`src/include/drive_cmd_pkg.sv`:
```
package drive_cmd_pkg;
	// Clock and tick timing
	localparam int CLK_PERIOD_NS = 4;
	localparam int TICK_PERIOD_MS = 1;
	localparam int NS_PER_MS = 1000000;
	localparam int TICK_CYCLES = TICK_PERIOD_MS * NS_PER_MS / CLK_PERIOD_NS;
	localparam int LOCKOUT_MS = 200;
	localparam int OVERLOAD_S = 60;
	localparam int MS_PER_S = 1000;
	// Least time, so round up
	localparam int LOCKOUT_TICKS = (LOCKOUT_MS + TICK_PERIOD_MS - 1) / TICK_PERIOD_MS;
	localparam int OVERLOAD_TICKS = OVERLOAD_S * MS_PER_S / TICK_PERIOD_MS;
	localparam logic [15:0] LOCK_LAST = 16'(LOCKOUT_TICKS - 1);
	localparam logic [15:0] OL_LAST = 16'(OVERLOAD_TICKS - 1);
	// Frequency format: unsigned, 0.01 Hz per count
	localparam int FREQ_W = 16;
	localparam logic [16:0] WAKE_HYST = 17'h000C8;
	localparam logic [31:0] TRIP_LOAD_PCT = 32'h00000096;
	localparam logic [31:0] PCT_DIV = 32'h00000064;
	localparam logic [2:0] HZ_DECIMALS = 3'h2;
	// Register byte offsets
	localparam logic [7:0] ADR_CTRL = 8'h00;
	localparam logic [7:0] ADR_DISP = 8'h04;
	localparam logic [7:0] ADR_RATES = 8'h08;
	localparam logic [7:0] ADR_SLEEP = 8'h0C;
	localparam logic [7:0] ADR_PRE12 = 8'h10;
	localparam logic [7:0] ADR_PRE34 = 8'h14;
	localparam logic [7:0] ADR_LOAD = 8'h18;
	localparam logic [7:0] ADR_STATUS = 8'h1C;
	localparam logic [7:0] ADR_FREQ = 8'h20;
	localparam logic [7:0] ADR_VALUE = 8'h24;
	// Control, display and status register field positions
	localparam int CTL_STOP = 0;
	localparam int CTL_DIR = 2;
	localparam int CTL_METHOD = 4;
	localparam int CTL_MANSRC = 6;
	localparam int CTL_SRC = 7;
	localparam int CTL_FN1 = 9;
	localparam int CTL_FN2 = 12;
	localparam int CTL_REVFN = 15;
	localparam int CTL_PID = 18;
	localparam int CTL_UNITS = 19;
	localparam int DSP_DP = 16;
	localparam int ST_TRIP_BIT = 3;
	// Reset values
	localparam logic [31:0] CTRL_RST = 32'h00000000;
	localparam logic [31:0] DISP_RST = 32'h00000064;
	localparam logic [31:0] RATES_RST = 32'h00010001;
	localparam logic [31:0] ZERO_RST = 32'h00000000;
	localparam logic [31:0] LOAD_RST = 32'h00000064;
	// Setting encodings
	typedef enum logic [1:0] {STOP_COAST = 2'h0, STOP_RAMP = 2'h1, STOP_RAMP2 = 2'h2} stop_mode_t;
	typedef enum logic [1:0] {DIR_FWD = 2'h0, DIR_REV = 2'h1, DIR_BOTH = 2'h2,
		DIR_FWD_LOCAL = 2'h3} dir_limit_t;
	typedef enum logic [1:0] {SPD_MANUAL = 2'h0, SPD_AUTO = 2'h1, SPD_BOTH = 2'h2} method_t;
	typedef enum logic [1:0] {SRC_LOCAL = 2'h0, SRC_REMOTE = 2'h1, SRC_BOTH = 2'h2} cmd_src_t;
	typedef enum logic [2:0] {FN_NONE = 3'h0, FN_VOLT = 3'h1, FN_CURRENT = 3'h2,
		FN_PRESET = 3'h3, FN_LOCAL_SEL = 3'h4, FN_RUN_BACKWARD_ASSIGNMENT = 3'h5, FN_START_REV = 3'h6} fn_t;
	typedef enum logic [2:0] {U_HERTZ = 3'h0, U_PCT_HZ = 3'h1, U_SPEED = 3'h2,
		U_PROC_PCT = 3'h3, U_PROC = 3'h4} units_t;
	typedef enum logic [4:0] {ST_STOP = 5'h01, ST_RUN = 5'h02, ST_STOPPING = 5'h04,
		ST_LOCKOUT = 5'h08, ST_SLEEP = 5'h10} state_t;
endpackage : drive_cmd_pkg

```
`src/include/ramp_if.sv`:
```
`timescale 1ns/1ns
interface ramp_if;
	import drive_cmd_pkg::*;
	logic tick; // Rate tick
	logic cut; // Output off, frequency to zero at once
	logic [FREQ_W-1:0] target; // Frequency to ramp towards
	logic [FREQ_W-1:0] up_rate; // Counts per tick, rising
	logic [FREQ_W-1:0] dn_rate; // Counts per tick, falling
	logic [FREQ_W-1:0] freq; // Present output frequency
	logic at_zero; // Output frequency is zero
	modport ctrl (output tick, cut, target, up_rate, dn_rate, input freq, at_zero);
	modport ramp (input tick, cut, target, up_rate, dn_rate, output freq, at_zero);
endinterface : ramp_if

```
`src/rtl/freq_ramp.sv`:
```
`timescale 1ns/1ns
module freq_ramp import drive_cmd_pkg::*; (
	// Clock and reset
	input wire logic clk,
	input wire logic rst_n,
	// Ramp control
	ramp_if.ramp rp
);
	logic [FREQ_W-1:0] freq_q; // Output frequency
	logic [FREQ_W-1:0] freq_d;

	// Step towards target once per tick; never overshoot it
	always_comb begin
		freq_d = freq_q;
		if (rp.cut) begin
			freq_d = '0;
		end else if (rp.tick && freq_q < rp.target) begin
			freq_d = (rp.target - freq_q > rp.up_rate) ? freq_q + rp.up_rate : rp.target;
		end else if (rp.tick && freq_q > rp.target) begin
			freq_d = (freq_q - rp.target > rp.dn_rate) ? freq_q - rp.dn_rate : rp.target;
		end
	end

	// Frequency register
	always_ff @(posedge clk or negedge rst_n) begin
		if (!rst_n) begin
			freq_q <= '0;
		end else begin
			freq_q <= freq_d;
		end
	end

	assign rp.freq = freq_q;
	assign rp.at_zero = (freq_q == '0);
endmodule : freq_ramp

```
`src/rtl/drive_command_and_sleep_control.sv`:
```
// Decided for this implementation: the placing of the registers and the Wishbone slave port.
`timescale 1ns/1ns
module drive_command_and_sleep_control import drive_cmd_pkg::*; #(
	parameter int TICK_CYCLES_P = TICK_CYCLES
) (
	// Clock and reset
	input wire logic SYS_CLK,
	input wire logic RST_N,
	// Wishbone slave
	input wire logic WB_CYC_I,
	input wire logic WB_STB_I,
	input wire logic WB_WE_I,
	input wire logic [7:0] WB_ADR_I,
	input wire logic [3:0] WB_SEL_I,
	input wire logic [31:0] WB_DAT_I,
	output logic [31:0] WB_DAT_O,
	output logic WB_ACK_O,
	// Keypad, one-cycle key pulses
	input wire logic KEY_START,
	input wire logic KEY_STOP,
	input wire logic KEY_DIRECTION,
	input wire logic KEY_AUTO_MANUAL,
	input wire logic [15:0] KEY_SPEED,
	// Terminal strip, high while closed to common
	input wire logic FORWARD_RUN_INPUT,
	input wire logic REVERSE_FUNCTION_INPUT,
	input wire logic FIRST_FUNCTION_INPUT,
	input wire logic SECOND_FUNCTION_INPUT,
	input wire logic TERMINAL_HALT_INPUT,
	// Conditioned references and load
	input wire logic [15:0] VOLTAGE_SPEED_INPUT,
	input wire logic [15:0] CURRENT_LOOP_SPEED_INPUT,
	input wire logic [15:0] LOAD_PERCENT,
	// Drive command and indication
	output logic MOTOR_ENABLE,
	output logic [15:0] OUTPUT_FREQ,
	output logic OUTPUT_REVERSE,
	output logic SLEEP_ACTIVE,
	output logic OVERLOAD_TRIP,
	output logic LOCAL_ACTIVE,
	output logic AUTO_ACTIVE,
	output logic [31:0] DISPLAY_VALUE,
	output logic [2:0] DISPLAY_DECIMAL,
	output logic [2:0] DISPLAY_UNITS
);
	localparam int PRE_W = $clog2(TICK_CYCLES_P);
	localparam logic [PRE_W-1:0] PRE_LAST = PRE_W'(TICK_CYCLES_P - 1);

	// A prescaler of one cycle cannot make a pulse train
	if (TICK_CYCLES_P < 2) begin : g_chk
		$error("TICK_CYCLES_P must be at least 2");
	end

	// Byte-lane merge for register writes
	function automatic logic [31:0] wb_merge(input logic [31:0] old, input logic [31:0] wd,
		input logic [3:0] sel);
		logic [31:0] r;
		r = old;
		for (int i = 0; i < 4; i++) begin
			if (sel[i]) r[8*i +: 8] = wd[8*i +: 8];
		end
		return r;
	endfunction : wb_merge

	ramp_if rp ();

	// Register file and bus state
	logic [31:0] ctrl_q, ctrl_d, disp_q, disp_d, rates_q, rates_d, sleep_q, sleep_d;
	logic [31:0] pre12_q, pre12_d, pre34_q, pre34_d, load_q, load_d;
	logic ack_q, ack_d; // Answer, one cycle
	logic [31:0] rdat_q, rdat_d; // Read data
	// Control state
	state_t state_q, state_d;
	logic out_rev_q, out_rev_d; // Direction driven to the motor
	logic dir_req_q, dir_req_d; // Keypad direction choice
	logic auto_q, auto_d; // Auto speed control active
	logic trip_q, trip_d; // Overload trip, sticky
	logic local_q, local_d;
	logic sleep_out_q, sleep_out_d;
	logic motor_q, motor_d;
	logic fwd_prev_q, fwd_prev_d, rev_prev_q, rev_prev_d; // Edge detect of run inputs
	logic [PRE_W-1:0] pre_q, pre_d; // Tick prescaler
	logic tick_q, tick_d;
	logic [15:0] lock_cnt_q, lock_cnt_d, sleep_cnt_q, sleep_cnt_d, ol_cnt_q, ol_cnt_d;
	logic [31:0] dval_q, dval_d;
	logic [2:0] ddp_q, ddp_d, dunit_q, dunit_d;

	// Decoded settings
	stop_mode_t stop_mode;
	dir_limit_t dir_lim;
	method_t method;
	cmd_src_t cmd_src;
	fn_t fn1, fn2, rev_fn;
	units_t units, eff_units;
	logic pid_en, man_volt;
	assign stop_mode = stop_mode_t'(ctrl_q[CTL_STOP +: 2]);
	assign dir_lim = dir_limit_t'(ctrl_q[CTL_DIR +: 2]);
	assign method = method_t'(ctrl_q[CTL_METHOD +: 2]);
	assign man_volt = ctrl_q[CTL_MANSRC];
	assign cmd_src = cmd_src_t'(ctrl_q[CTL_SRC +: 2]);
	assign fn1 = fn_t'(ctrl_q[CTL_FN1 +: 3]);
	assign fn2 = fn_t'(ctrl_q[CTL_FN2 +: 3]);
	assign rev_fn = fn_t'(ctrl_q[CTL_REVFN +: 3]);
	assign pid_en = ctrl_q[CTL_PID];
	assign units = units_t'(ctrl_q[CTL_UNITS +: 3]);

	// Command decode
	logic local_mode, rev_assigned, remote_rev, dir_want, halt_en;
	logic start_req, stop_req, start_ok, over, ol_fire;
	logic [15:0] man_ref, cmd_speed, thresh;
	logic [16:0] wake_lvl;
	logic [31:0] scaled_load;
	always_comb begin
		// Local select from the first or the reverse function input
		local_mode = (cmd_src == SRC_LOCAL) || (cmd_src == SRC_BOTH &&
			((fn1 == FN_LOCAL_SEL && FIRST_FUNCTION_INPUT) ||
			(rev_fn == FN_LOCAL_SEL && REVERSE_FUNCTION_INPUT)));
		rev_assigned = (rev_fn == FN_RUN_BACKWARD_ASSIGNMENT) || (rev_fn == FN_START_REV);
		remote_rev = rev_assigned && REVERSE_FUNCTION_INPUT;
		// Run-reverse makes the halt input dead in remote mode
		halt_en = !local_mode && (rev_fn != FN_RUN_BACKWARD_ASSIGNMENT);
		if (local_mode) begin
			start_req = KEY_START;
			stop_req = KEY_STOP;
		end else begin
			start_req = (FORWARD_RUN_INPUT && !fwd_prev_q) || (remote_rev && !rev_prev_q);
			stop_req = (halt_en && !TERMINAL_HALT_INPUT) ||
				(!halt_en && !FORWARD_RUN_INPUT && !remote_rev);
		end
		// Direction wanted after the limit
		case (dir_lim)
			DIR_FWD: dir_want = 1'b0;
			DIR_REV: dir_want = 1'b1;
			DIR_BOTH: dir_want = local_mode ? dir_req_q : remote_rev;
			DIR_FWD_LOCAL: dir_want = local_mode ? 1'b0 : remote_rev;
			default: dir_want = 1'b0;
		endcase
		// Reverse-only from terminals needs a reverse assignment
		start_ok = start_req && !trip_q && !(dir_lim == DIR_REV && !local_mode &&
			!rev_assigned);
		// Speed reference selection
		man_ref = man_volt ? VOLTAGE_SPEED_INPUT : KEY_SPEED;
		cmd_speed = man_ref;
		if (auto_q) begin
			if (fn1 == FN_PRESET && FIRST_FUNCTION_INPUT && fn2 == FN_PRESET &&
				SECOND_FUNCTION_INPUT) cmd_speed = pre34_q[31:16];
			else if (fn1 == FN_PRESET && FIRST_FUNCTION_INPUT) cmd_speed = pre12_q[15:0];
			else if (fn2 == FN_PRESET && SECOND_FUNCTION_INPUT) cmd_speed = pre12_q[31:16];
			else if (rev_fn == FN_PRESET && REVERSE_FUNCTION_INPUT) cmd_speed = pre34_q[15:0];
			else if ((fn1 == FN_VOLT && FIRST_FUNCTION_INPUT) ||
				(fn2 == FN_VOLT && SECOND_FUNCTION_INPUT)) cmd_speed = VOLTAGE_SPEED_INPUT;
			else if ((fn1 == FN_CURRENT && FIRST_FUNCTION_INPUT) ||
				(fn2 == FN_CURRENT && SECOND_FUNCTION_INPUT))
				cmd_speed = CURRENT_LOOP_SPEED_INPUT;
		end
		// All speed compares share the 0.01 Hz format
		thresh = sleep_q[15:0];
		wake_lvl = {1'b0, thresh} + WAKE_HYST;
		scaled_load = 32'(LOAD_PERCENT * load_q[15:0]) / PCT_DIV;
		over = scaled_load >= TRIP_LOAD_PCT;
		ol_fire = over && tick_q && ol_cnt_q == OL_LAST;
		// Effective display units
		eff_units = units;
		if (units >= U_PROC_PCT && !(pid_en && auto_q)) eff_units = U_HERTZ;
		else if (units < U_PROC_PCT && pid_en && auto_q) eff_units = U_PROC_PCT;
	end

	// Ramp connection: cut and target follow the next state
	assign rp.tick = tick_q;
	assign rp.cut = (state_d == ST_STOP) || (state_d == ST_LOCKOUT);
	assign rp.target = (state_d == ST_RUN && out_rev_q == dir_want) ? cmd_speed : '0;
	assign rp.up_rate = rates_q[15:0];
	assign rp.dn_rate = rates_q[31:16];

	freq_ramp u_ramp (
		.clk(SYS_CLK),
		.rst_n(RST_N),
		.rp(rp.ramp)
	);

	// Next values of bus, command and timer state
	always_comb begin
		ctrl_d = ctrl_q;
		disp_d = disp_q;
		rates_d = rates_q;
		sleep_d = sleep_q;
		pre12_d = pre12_q;
		pre34_d = pre34_q;
		load_d = load_q;
		ack_d = 1'b0;
		rdat_d = rdat_q;
		trip_d = trip_q;
		// Bus: one wait state, ack dropped the cycle after
		if (WB_CYC_I && WB_STB_I && !ack_q) begin
			ack_d = 1'b1;
			rdat_d = 32'h00000000; // Unmapped reads zero
			case (WB_ADR_I)
				ADR_CTRL: rdat_d = ctrl_q;
				ADR_DISP: rdat_d = disp_q;
				ADR_RATES: rdat_d = rates_q;
				ADR_SLEEP: rdat_d = sleep_q;
				ADR_PRE12: rdat_d = pre12_q;
				ADR_PRE34: rdat_d = pre34_q;
				ADR_LOAD: rdat_d = load_q;
				ADR_STATUS: rdat_d = {24'h000000, motor_q, state_q == ST_LOCKOUT, auto_q,
					local_q, trip_q, sleep_out_q, out_rev_q, state_q == ST_RUN};
				ADR_FREQ: rdat_d = {16'h0000, rp.freq};
				ADR_VALUE: rdat_d = dval_q;
				default: rdat_d = 32'h00000000;
			endcase
		end
		// Writes land at the edge where the master sees ack, as classic cycles expect
		if (WB_CYC_I && WB_STB_I && ack_q) begin
			if (WB_WE_I) begin
				case (WB_ADR_I)
					ADR_CTRL: ctrl_d = wb_merge(ctrl_q, WB_DAT_I, WB_SEL_I);
					ADR_DISP: disp_d = wb_merge(disp_q, WB_DAT_I, WB_SEL_I);
					ADR_RATES: rates_d = wb_merge(rates_q, WB_DAT_I, WB_SEL_I);
					ADR_SLEEP: sleep_d = wb_merge(sleep_q, WB_DAT_I, WB_SEL_I);
					ADR_PRE12: pre12_d = wb_merge(pre12_q, WB_DAT_I, WB_SEL_I);
					ADR_PRE34: pre34_d = wb_merge(pre34_q, WB_DAT_I, WB_SEL_I);
					ADR_LOAD: load_d = wb_merge(load_q, WB_DAT_I, WB_SEL_I);
					ADR_STATUS: if (WB_SEL_I[0] && WB_DAT_I[ST_TRIP_BIT]) trip_d = 1'b0;
					default: ;
				endcase
			end
		end
		// Trip set wins over a clear in the same cycle
		if (ol_fire) trip_d = 1'b1;
		// Prescaled tick for every timer
		tick_d = (pre_q == PRE_LAST);
		pre_d = tick_d ? '0 : pre_q + 1'b1;
		ol_cnt_d = !over ? '0 : (tick_q ? ol_cnt_q + 1'b1 : ol_cnt_q);
		fwd_prev_d = FORWARD_RUN_INPUT;
		rev_prev_d = remote_rev;
		local_d = local_mode;
		// Direction key only when both directions may be chosen
		dir_req_d = (KEY_DIRECTION && local_mode && dir_lim == DIR_BOTH) ? !dir_req_q
			: dir_req_q;
		// Speed control method
		case (method)
			SPD_MANUAL: auto_d = 1'b0;
			SPD_AUTO: auto_d = 1'b1;
			SPD_BOTH: auto_d = (KEY_AUTO_MANUAL && local_mode) ? !auto_q : auto_q;
			default: auto_d = auto_q;
		endcase
		// Run sequencing
		state_d = state_q;
		out_rev_d = out_rev_q;
		lock_cnt_d = '0;
		sleep_cnt_d = '0;
		case (state_q)
			ST_STOP: begin
				out_rev_d = dir_want;
				if (start_ok) state_d = (cmd_speed < thresh) ? ST_SLEEP : ST_RUN;
			end
			ST_RUN: begin
				// Reverse only once the output has reached zero
				if (dir_want != out_rev_q && rp.at_zero) out_rev_d = dir_want;
				// Count while low, restart when speed recovers
				if (cmd_speed < thresh) begin
					sleep_cnt_d = tick_q ? sleep_cnt_q + 1'b1 : sleep_cnt_q;
				end
				if (stop_req) begin
					state_d = (stop_mode == STOP_COAST) ? ST_STOP : ST_STOPPING;
				end else if (cmd_speed < thresh && sleep_cnt_q >= sleep_q[31:16]) begin
					state_d = ST_SLEEP;
				end
			end
			ST_STOPPING: begin
				if (rp.at_zero) begin
					state_d = (stop_mode == STOP_RAMP) ? ST_LOCKOUT : ST_STOP;
				end
			end
			ST_LOCKOUT: begin
				// Starts are refused until the lockout has run out
				lock_cnt_d = tick_q ? lock_cnt_q + 1'b1 : lock_cnt_q;
				if (tick_q && lock_cnt_q == LOCK_LAST) state_d = ST_STOP;
			end
			ST_SLEEP: begin
				if (stop_req) state_d = ST_STOP;
				else if ({1'b0, cmd_speed} >= wake_lvl) state_d = ST_RUN;
			end
			default: state_d = ST_STOP;
		endcase
		// Trip coasts the motor whatever the state
		if (ol_fire || trip_q) state_d = ST_STOP;
		sleep_out_d = (state_d == ST_SLEEP);
		motor_d = (state_d == ST_RUN) || (state_d == ST_STOPPING) ||
			(state_d == ST_SLEEP && !rp.at_zero);
		// Display scaling and decimal point
		dunit_d = eff_units;
		if (eff_units == U_HERTZ || eff_units == U_PCT_HZ) begin
			dval_d = {16'h0000, rp.freq};
			ddp_d = HZ_DECIMALS;
		end else begin
			dval_d = 32'(rp.freq * disp_q[15:0]) / PCT_DIV;
			ddp_d = disp_q[DSP_DP +: 3];
		end
	end

	// State registers
	always_ff @(posedge SYS_CLK or negedge RST_N) begin
		if (!RST_N) begin
			ctrl_q <= CTRL_RST;
			disp_q <= DISP_RST;
			rates_q <= RATES_RST;
			sleep_q <= ZERO_RST;
			pre12_q <= ZERO_RST;
			pre34_q <= ZERO_RST;
			load_q <= LOAD_RST;
			ack_q <= 1'b0;
			rdat_q <= '0;
			state_q <= ST_STOP;
			out_rev_q <= 1'b0;
			dir_req_q <= 1'b0;
			auto_q <= 1'b0;
			trip_q <= 1'b0;
			local_q <= 1'b0;
			sleep_out_q <= 1'b0;
			motor_q <= 1'b0;
			fwd_prev_q <= 1'b0;
			rev_prev_q <= 1'b0;
			pre_q <= '0;
			tick_q <= 1'b0;
			lock_cnt_q <= '0;
			sleep_cnt_q <= '0;
			ol_cnt_q <= '0;
			dval_q <= '0;
			ddp_q <= '0;
			dunit_q <= '0;
		end else begin
			ctrl_q <= ctrl_d;
			disp_q <= disp_d;
			rates_q <= rates_d;
			sleep_q <= sleep_d;
			pre12_q <= pre12_d;
			pre34_q <= pre34_d;
			load_q <= load_d;
			ack_q <= ack_d;
			rdat_q <= rdat_d;
			state_q <= state_d;
			out_rev_q <= out_rev_d;
			dir_req_q <= dir_req_d;
			auto_q <= auto_d;
			trip_q <= trip_d;
			local_q <= local_d;
			sleep_out_q <= sleep_out_d;
			motor_q <= motor_d;
			fwd_prev_q <= fwd_prev_d;
			rev_prev_q <= rev_prev_d;
			pre_q <= pre_d;
			tick_q <= tick_d;
			lock_cnt_q <= lock_cnt_d;
			sleep_cnt_q <= sleep_cnt_d;
			ol_cnt_q <= ol_cnt_d;
			dval_q <= dval_d;
			ddp_q <= ddp_d;
			dunit_q <= dunit_d;
		end
	end

	assign WB_DAT_O = rdat_q;
	assign WB_ACK_O = ack_q;
	assign MOTOR_ENABLE = motor_q;
	assign OUTPUT_FREQ = rp.freq;
	assign OUTPUT_REVERSE = out_rev_q;
	assign SLEEP_ACTIVE = sleep_out_q;
	assign OVERLOAD_TRIP = trip_q;
	assign LOCAL_ACTIVE = local_q;
	assign AUTO_ACTIVE = auto_q;
	assign DISPLAY_VALUE = dval_q;
	assign DISPLAY_DECIMAL = ddp_q;
	assign DISPLAY_UNITS = dunit_q;
endmodule : drive_command_and_sleep_control

```
`config.mk`:
```
export PLATFORM = sky130hd
export DESIGN_NAME = drive_command_and_sleep_control
export DESIGN_NICKNAME = d
export VERILOG_FILES = /design/src/include/drive_cmd_pkg.sv /design/src/include/ramp_if.sv /design/src/rtl/freq_ramp.sv /design/src/rtl/drive_command_and_sleep_control.sv
export SDC_FILE = /design/constraint.sdc
export NUM_CORES = 2
export LEC_CHECK = 0
export ABC_AREA = 1
export BUFFER_PORTS_ARGS = -buffer_cell sky130_fd_sc_hd__buf_2
export CAP_MARGIN = 25
export CORE_UTILIZATION = 53
export DETAILED_ROUTE_END_ITERATION = 8
export PLACE_DENSITY_LB_ADDON = 0.15
export SYNTH_ARGS = -nofsm -noshare
export SYNTH_HDL_FRONTEND = slang
export SYNTH_SLANG_ARGS = --single-unit
```
`constraint.sdc`:
```
create_clock -name SYS_CLK -period 25.2 [get_ports SYS_CLK]
set_input_delay 5.04 -clock SYS_CLK [delete_from_list [all_inputs] [get_ports SYS_CLK]]
set_output_delay 5.04 -clock SYS_CLK [all_outputs]
set_load 0.1 [all_outputs]
```
==> key figures <==
Drt
  – Starting DRT DRC Count: 4766
  – Post-route antenna net violation count: 0
  – Vias per inst: about 5.6
  – Routed wire length: 175000 um
  – Via Count: 48.4k
  – Residual DRC: 0
  – Post-detailed-route wirelength per cell: 20.3 um
  – Router iterations before antenna repair: 8

CTS
  – TritonCTS Buffers: 38
  – H-tree levels: 2
  – Clock buffer depth: 3
  – Clk sink count: 386
  – Clk_lat worst skew: around 0.6 ns
  – Clock Root Buffer: clkbuf_16
  – CTS tree: done
  – Clock slew at reported path FFs: 0.06 ns

Timing
  – Fin Setup TNS: 0 ns
  – Worst-margin pin slew: 1.15 ns
  – Final Hold Vio Count: 0
  – Tmin final: about 25 ns
  – Tcrit/Tclk final: 97.9%
  – RSZ-0062 raised after global routing: true
  – Worst rel slew slack: 23.4%
  – Final setup fails: 0
  – Final Max Tran Viols: 0
  – Clock skew: 0.0382 ns
  – Max Freq: 0.0406 GHz

Place
  – GP Congestion: 1.03
  – Placed Area: 0.0547 mm2
  – DP Wirelength: around 140000 um
  – Number of placed instances, taps included: 8493
  – IO Port Bufs: 208

Worst setup path
  – Most used cell along the critical path: nand2_4
  – CP Buf/Inv Count: 18
  – Worst setup EP type: register
  – Worst Path Required: 25.66 ns
  – CP max stage delay: approximately 0.58 ns
  – Crit-path max FO: 10
  – Arr. time, crit path: 25.12 ns
  – Crit start category: input pin
  – Setup CP Type: in -> reg
  – Slowest cell on crit path: fa_1
  – Worst path top cell family by delay: simple AND/OR/NAND/NOR gates

Global route
  – Vias in the first global route: around 46k
  – Largest net degree at the start of global routing: 110
  – GRT Util Overall: 35.2%
  – First-pass GRT wire length: 265000 um
  – Initial antenna violation count: 8
  – Congestion Overflow GR: 0

Final layout
  – Final core utilization: 63.0%
  – Layout area overhead: 17.0%
  – Finished Cell Area: 0.0592 mm2
  – Share of cells above drive strength 1: roughly a quarter
  – Nets: 8213
  – Final Non-Filler Cells: 8633

Floorplan
  – Row Count: 112
  – Die area: 0.0966 mm2
  – Die width: 311 um
  – Initial Utilization: 53.8%
  – Die Y-Extent: 311 um
  – Core area: 0.0939 mm2
  – Num ports: 215

Synthesis
  – Count leader, synth: nand2_1
  – Register bit total from synthesis: a little under 400
  – Area of the mapped netlist: 0.0505 mm2
  – Commonest cells post-synth: nand2_1, inv_1, o21ai_0
  – Warnings from Yosys: 0
  – Synthesized instance count: 6916
  – Top cell type's share of synthesized area: 18.7%
  – Number of distinct library cells after synthesis: 92
  – Syn_area_per_cell: 7.31 um2
  – Async SR Flop Fraction: 100%
  – Most used DFF post-synth: dfrtp_1
  – Number of synthesized flops with an enable pin: 0
  – Synth area leader: dfrtp_1
  – Synth area leaders: dfrtp_1, fa_1, nand2_1, inv_1, ha_1
  – Seq/Total Area, Yosys: 19.1%

Pwr
  – Pleak: 32.8 nW
  – Pwr dens: 105 mW/mm2
  – Maximum vdd drop: 0.539 mV

Job
  – Number of max-cap violations: 0

Worst hold path
  – HP Class: reg -> reg

Run status
  – Outcome: completed
[stage by stage]
step           worst slack (ns)  hold slack [ns]  total power [mW]
3_3_place_gp            -0.0700            0.454              4.98
3_5_place_dp             -0.412            0.462              5.00
4_1_cts                   0.112            0.471              5.62
6_report                  0.540            0.463              6.19
2_1_floorplan              1.12            0.433              3.88
5_1_grt                  -0.714            0.497              6.79
[registers in the layout (all words and copies together), names as in the netlist, 16 cells and up]
signal / flops
DISPLAY_VALUE: 26
WB_DAT_O: 32
ctrl_q: 32
disp_q: 32
load_q: 32
lock_cnt_q: 16
ol_cnt_q: 16
pre12_q: 32
pre34_q: 32
pre_q: 18
rates_q: 32
sleep_cnt_q: 16
sleep_q: 32
u_ramp.rp.freq: 16
[power by group]
| group | internal, mW | total, mW | switching (mW) |
|---|---|---|---|
| clock network | 0.330 | 0.604 | 0.274 |
| registers | 0.620 | 0.622 | 0.00168 |
| logic | 1.98 | 4.96 | 2.98 |
| total | 2.93 | 6.19 | 3.26 |
[cell type report]
class                      count  area (um2)
multi-input combinational   4957       37000
fill                        8487       34700
sequential                   386        9670
inverter                    1343        5110
timing repair buffer         622        4530
tap                         1254        1570
clock buffer                  49        1050
clock inverter                21         220
antenna                        1        2.50
[layout by cell type (no fill, tap or decap), types with 224 or more instances in the layout]
cell / netlist / layout
nor2_1: 344 / 308
nand3_1: 257 / 224
buf_4: 22 / 385
nand2_2: 244 / 293
ha_1: 351 / 307
fa_1: 392 / 372
nand2_1: 1692 / 1580
o21ai_0: 434 / 402
dfrtp_1: 377 / 377
inv_1: 1273 / 1219
[final timing paths]
check,endpoint,start,slack (ns),depth (start not counted)
worst max-delay path,u_ramp.rp.freq[10]$_DFFE_PN0P_,LOAD_PERCENT[6],0.54,157
max in group asynchronous,u_ramp.rp.freq[8]$_DFFE_PN0P_,RST_N,18.49,3
worst min register to register,pre_q[0]$_DFF_PN0_,pre_q[0]$_DFF_PN0_,0.46,1
min in group asynchronous,ctrl_q[4]$_DFFE_PN0P_,RST_N,4.54,1
worst min-delay path,pre_q[0]$_DFF_PN0_,pre_q[0]$_DFF_PN0_,0.46,1
worst max register to register,u_ramp.rp.freq[10]$_DFFE_PN0P_,load_q[9]$_DFFE_PN0P_,4.04,155
[kinds of logic (layout without fill, tap and decap cells)]
group	count (synthesis)	in the layout	share of synthesized area, %
buf+inv	1578	2035	12.3
simple gates	3008	3008	28.8
mux	30	30	0.651
compound gates	1001	1001	11.9
xor+xnor	169	169	2.96
other cells	1	7	0.00742
flops	386	386	19.1
fa+ha+maj	743	743	24.2
[per-layer routing]
| metal | GRT usage, % | part of all wire, % | wire (um) | vias to the layer above |
|---|---|---|---|---|
| li1 | - | - | - | 22600 |
| met3 | 7.55 | 10 | 17600 | 394 |
| met1 | 48.0 | 41 | 71600 | 23200 |
| met5 | 0 | 0.027 | 48 | - |
| met2 | 54.9 | 45 | 77900 | 2224 |
| met4 | 13.0 | 4.4 | 7730 | 8 |
[repair_timing]
| item | 4_1_cts | 5_1_grt |
|---|---|---|
| setup buffers | 0 | 68 |
| hold buffers | 0 | 0 |
| resized for setup | 0 | 647 |
| setup endpoints to repair | 0 | 16 |
(Power assumes the default switching activity.)
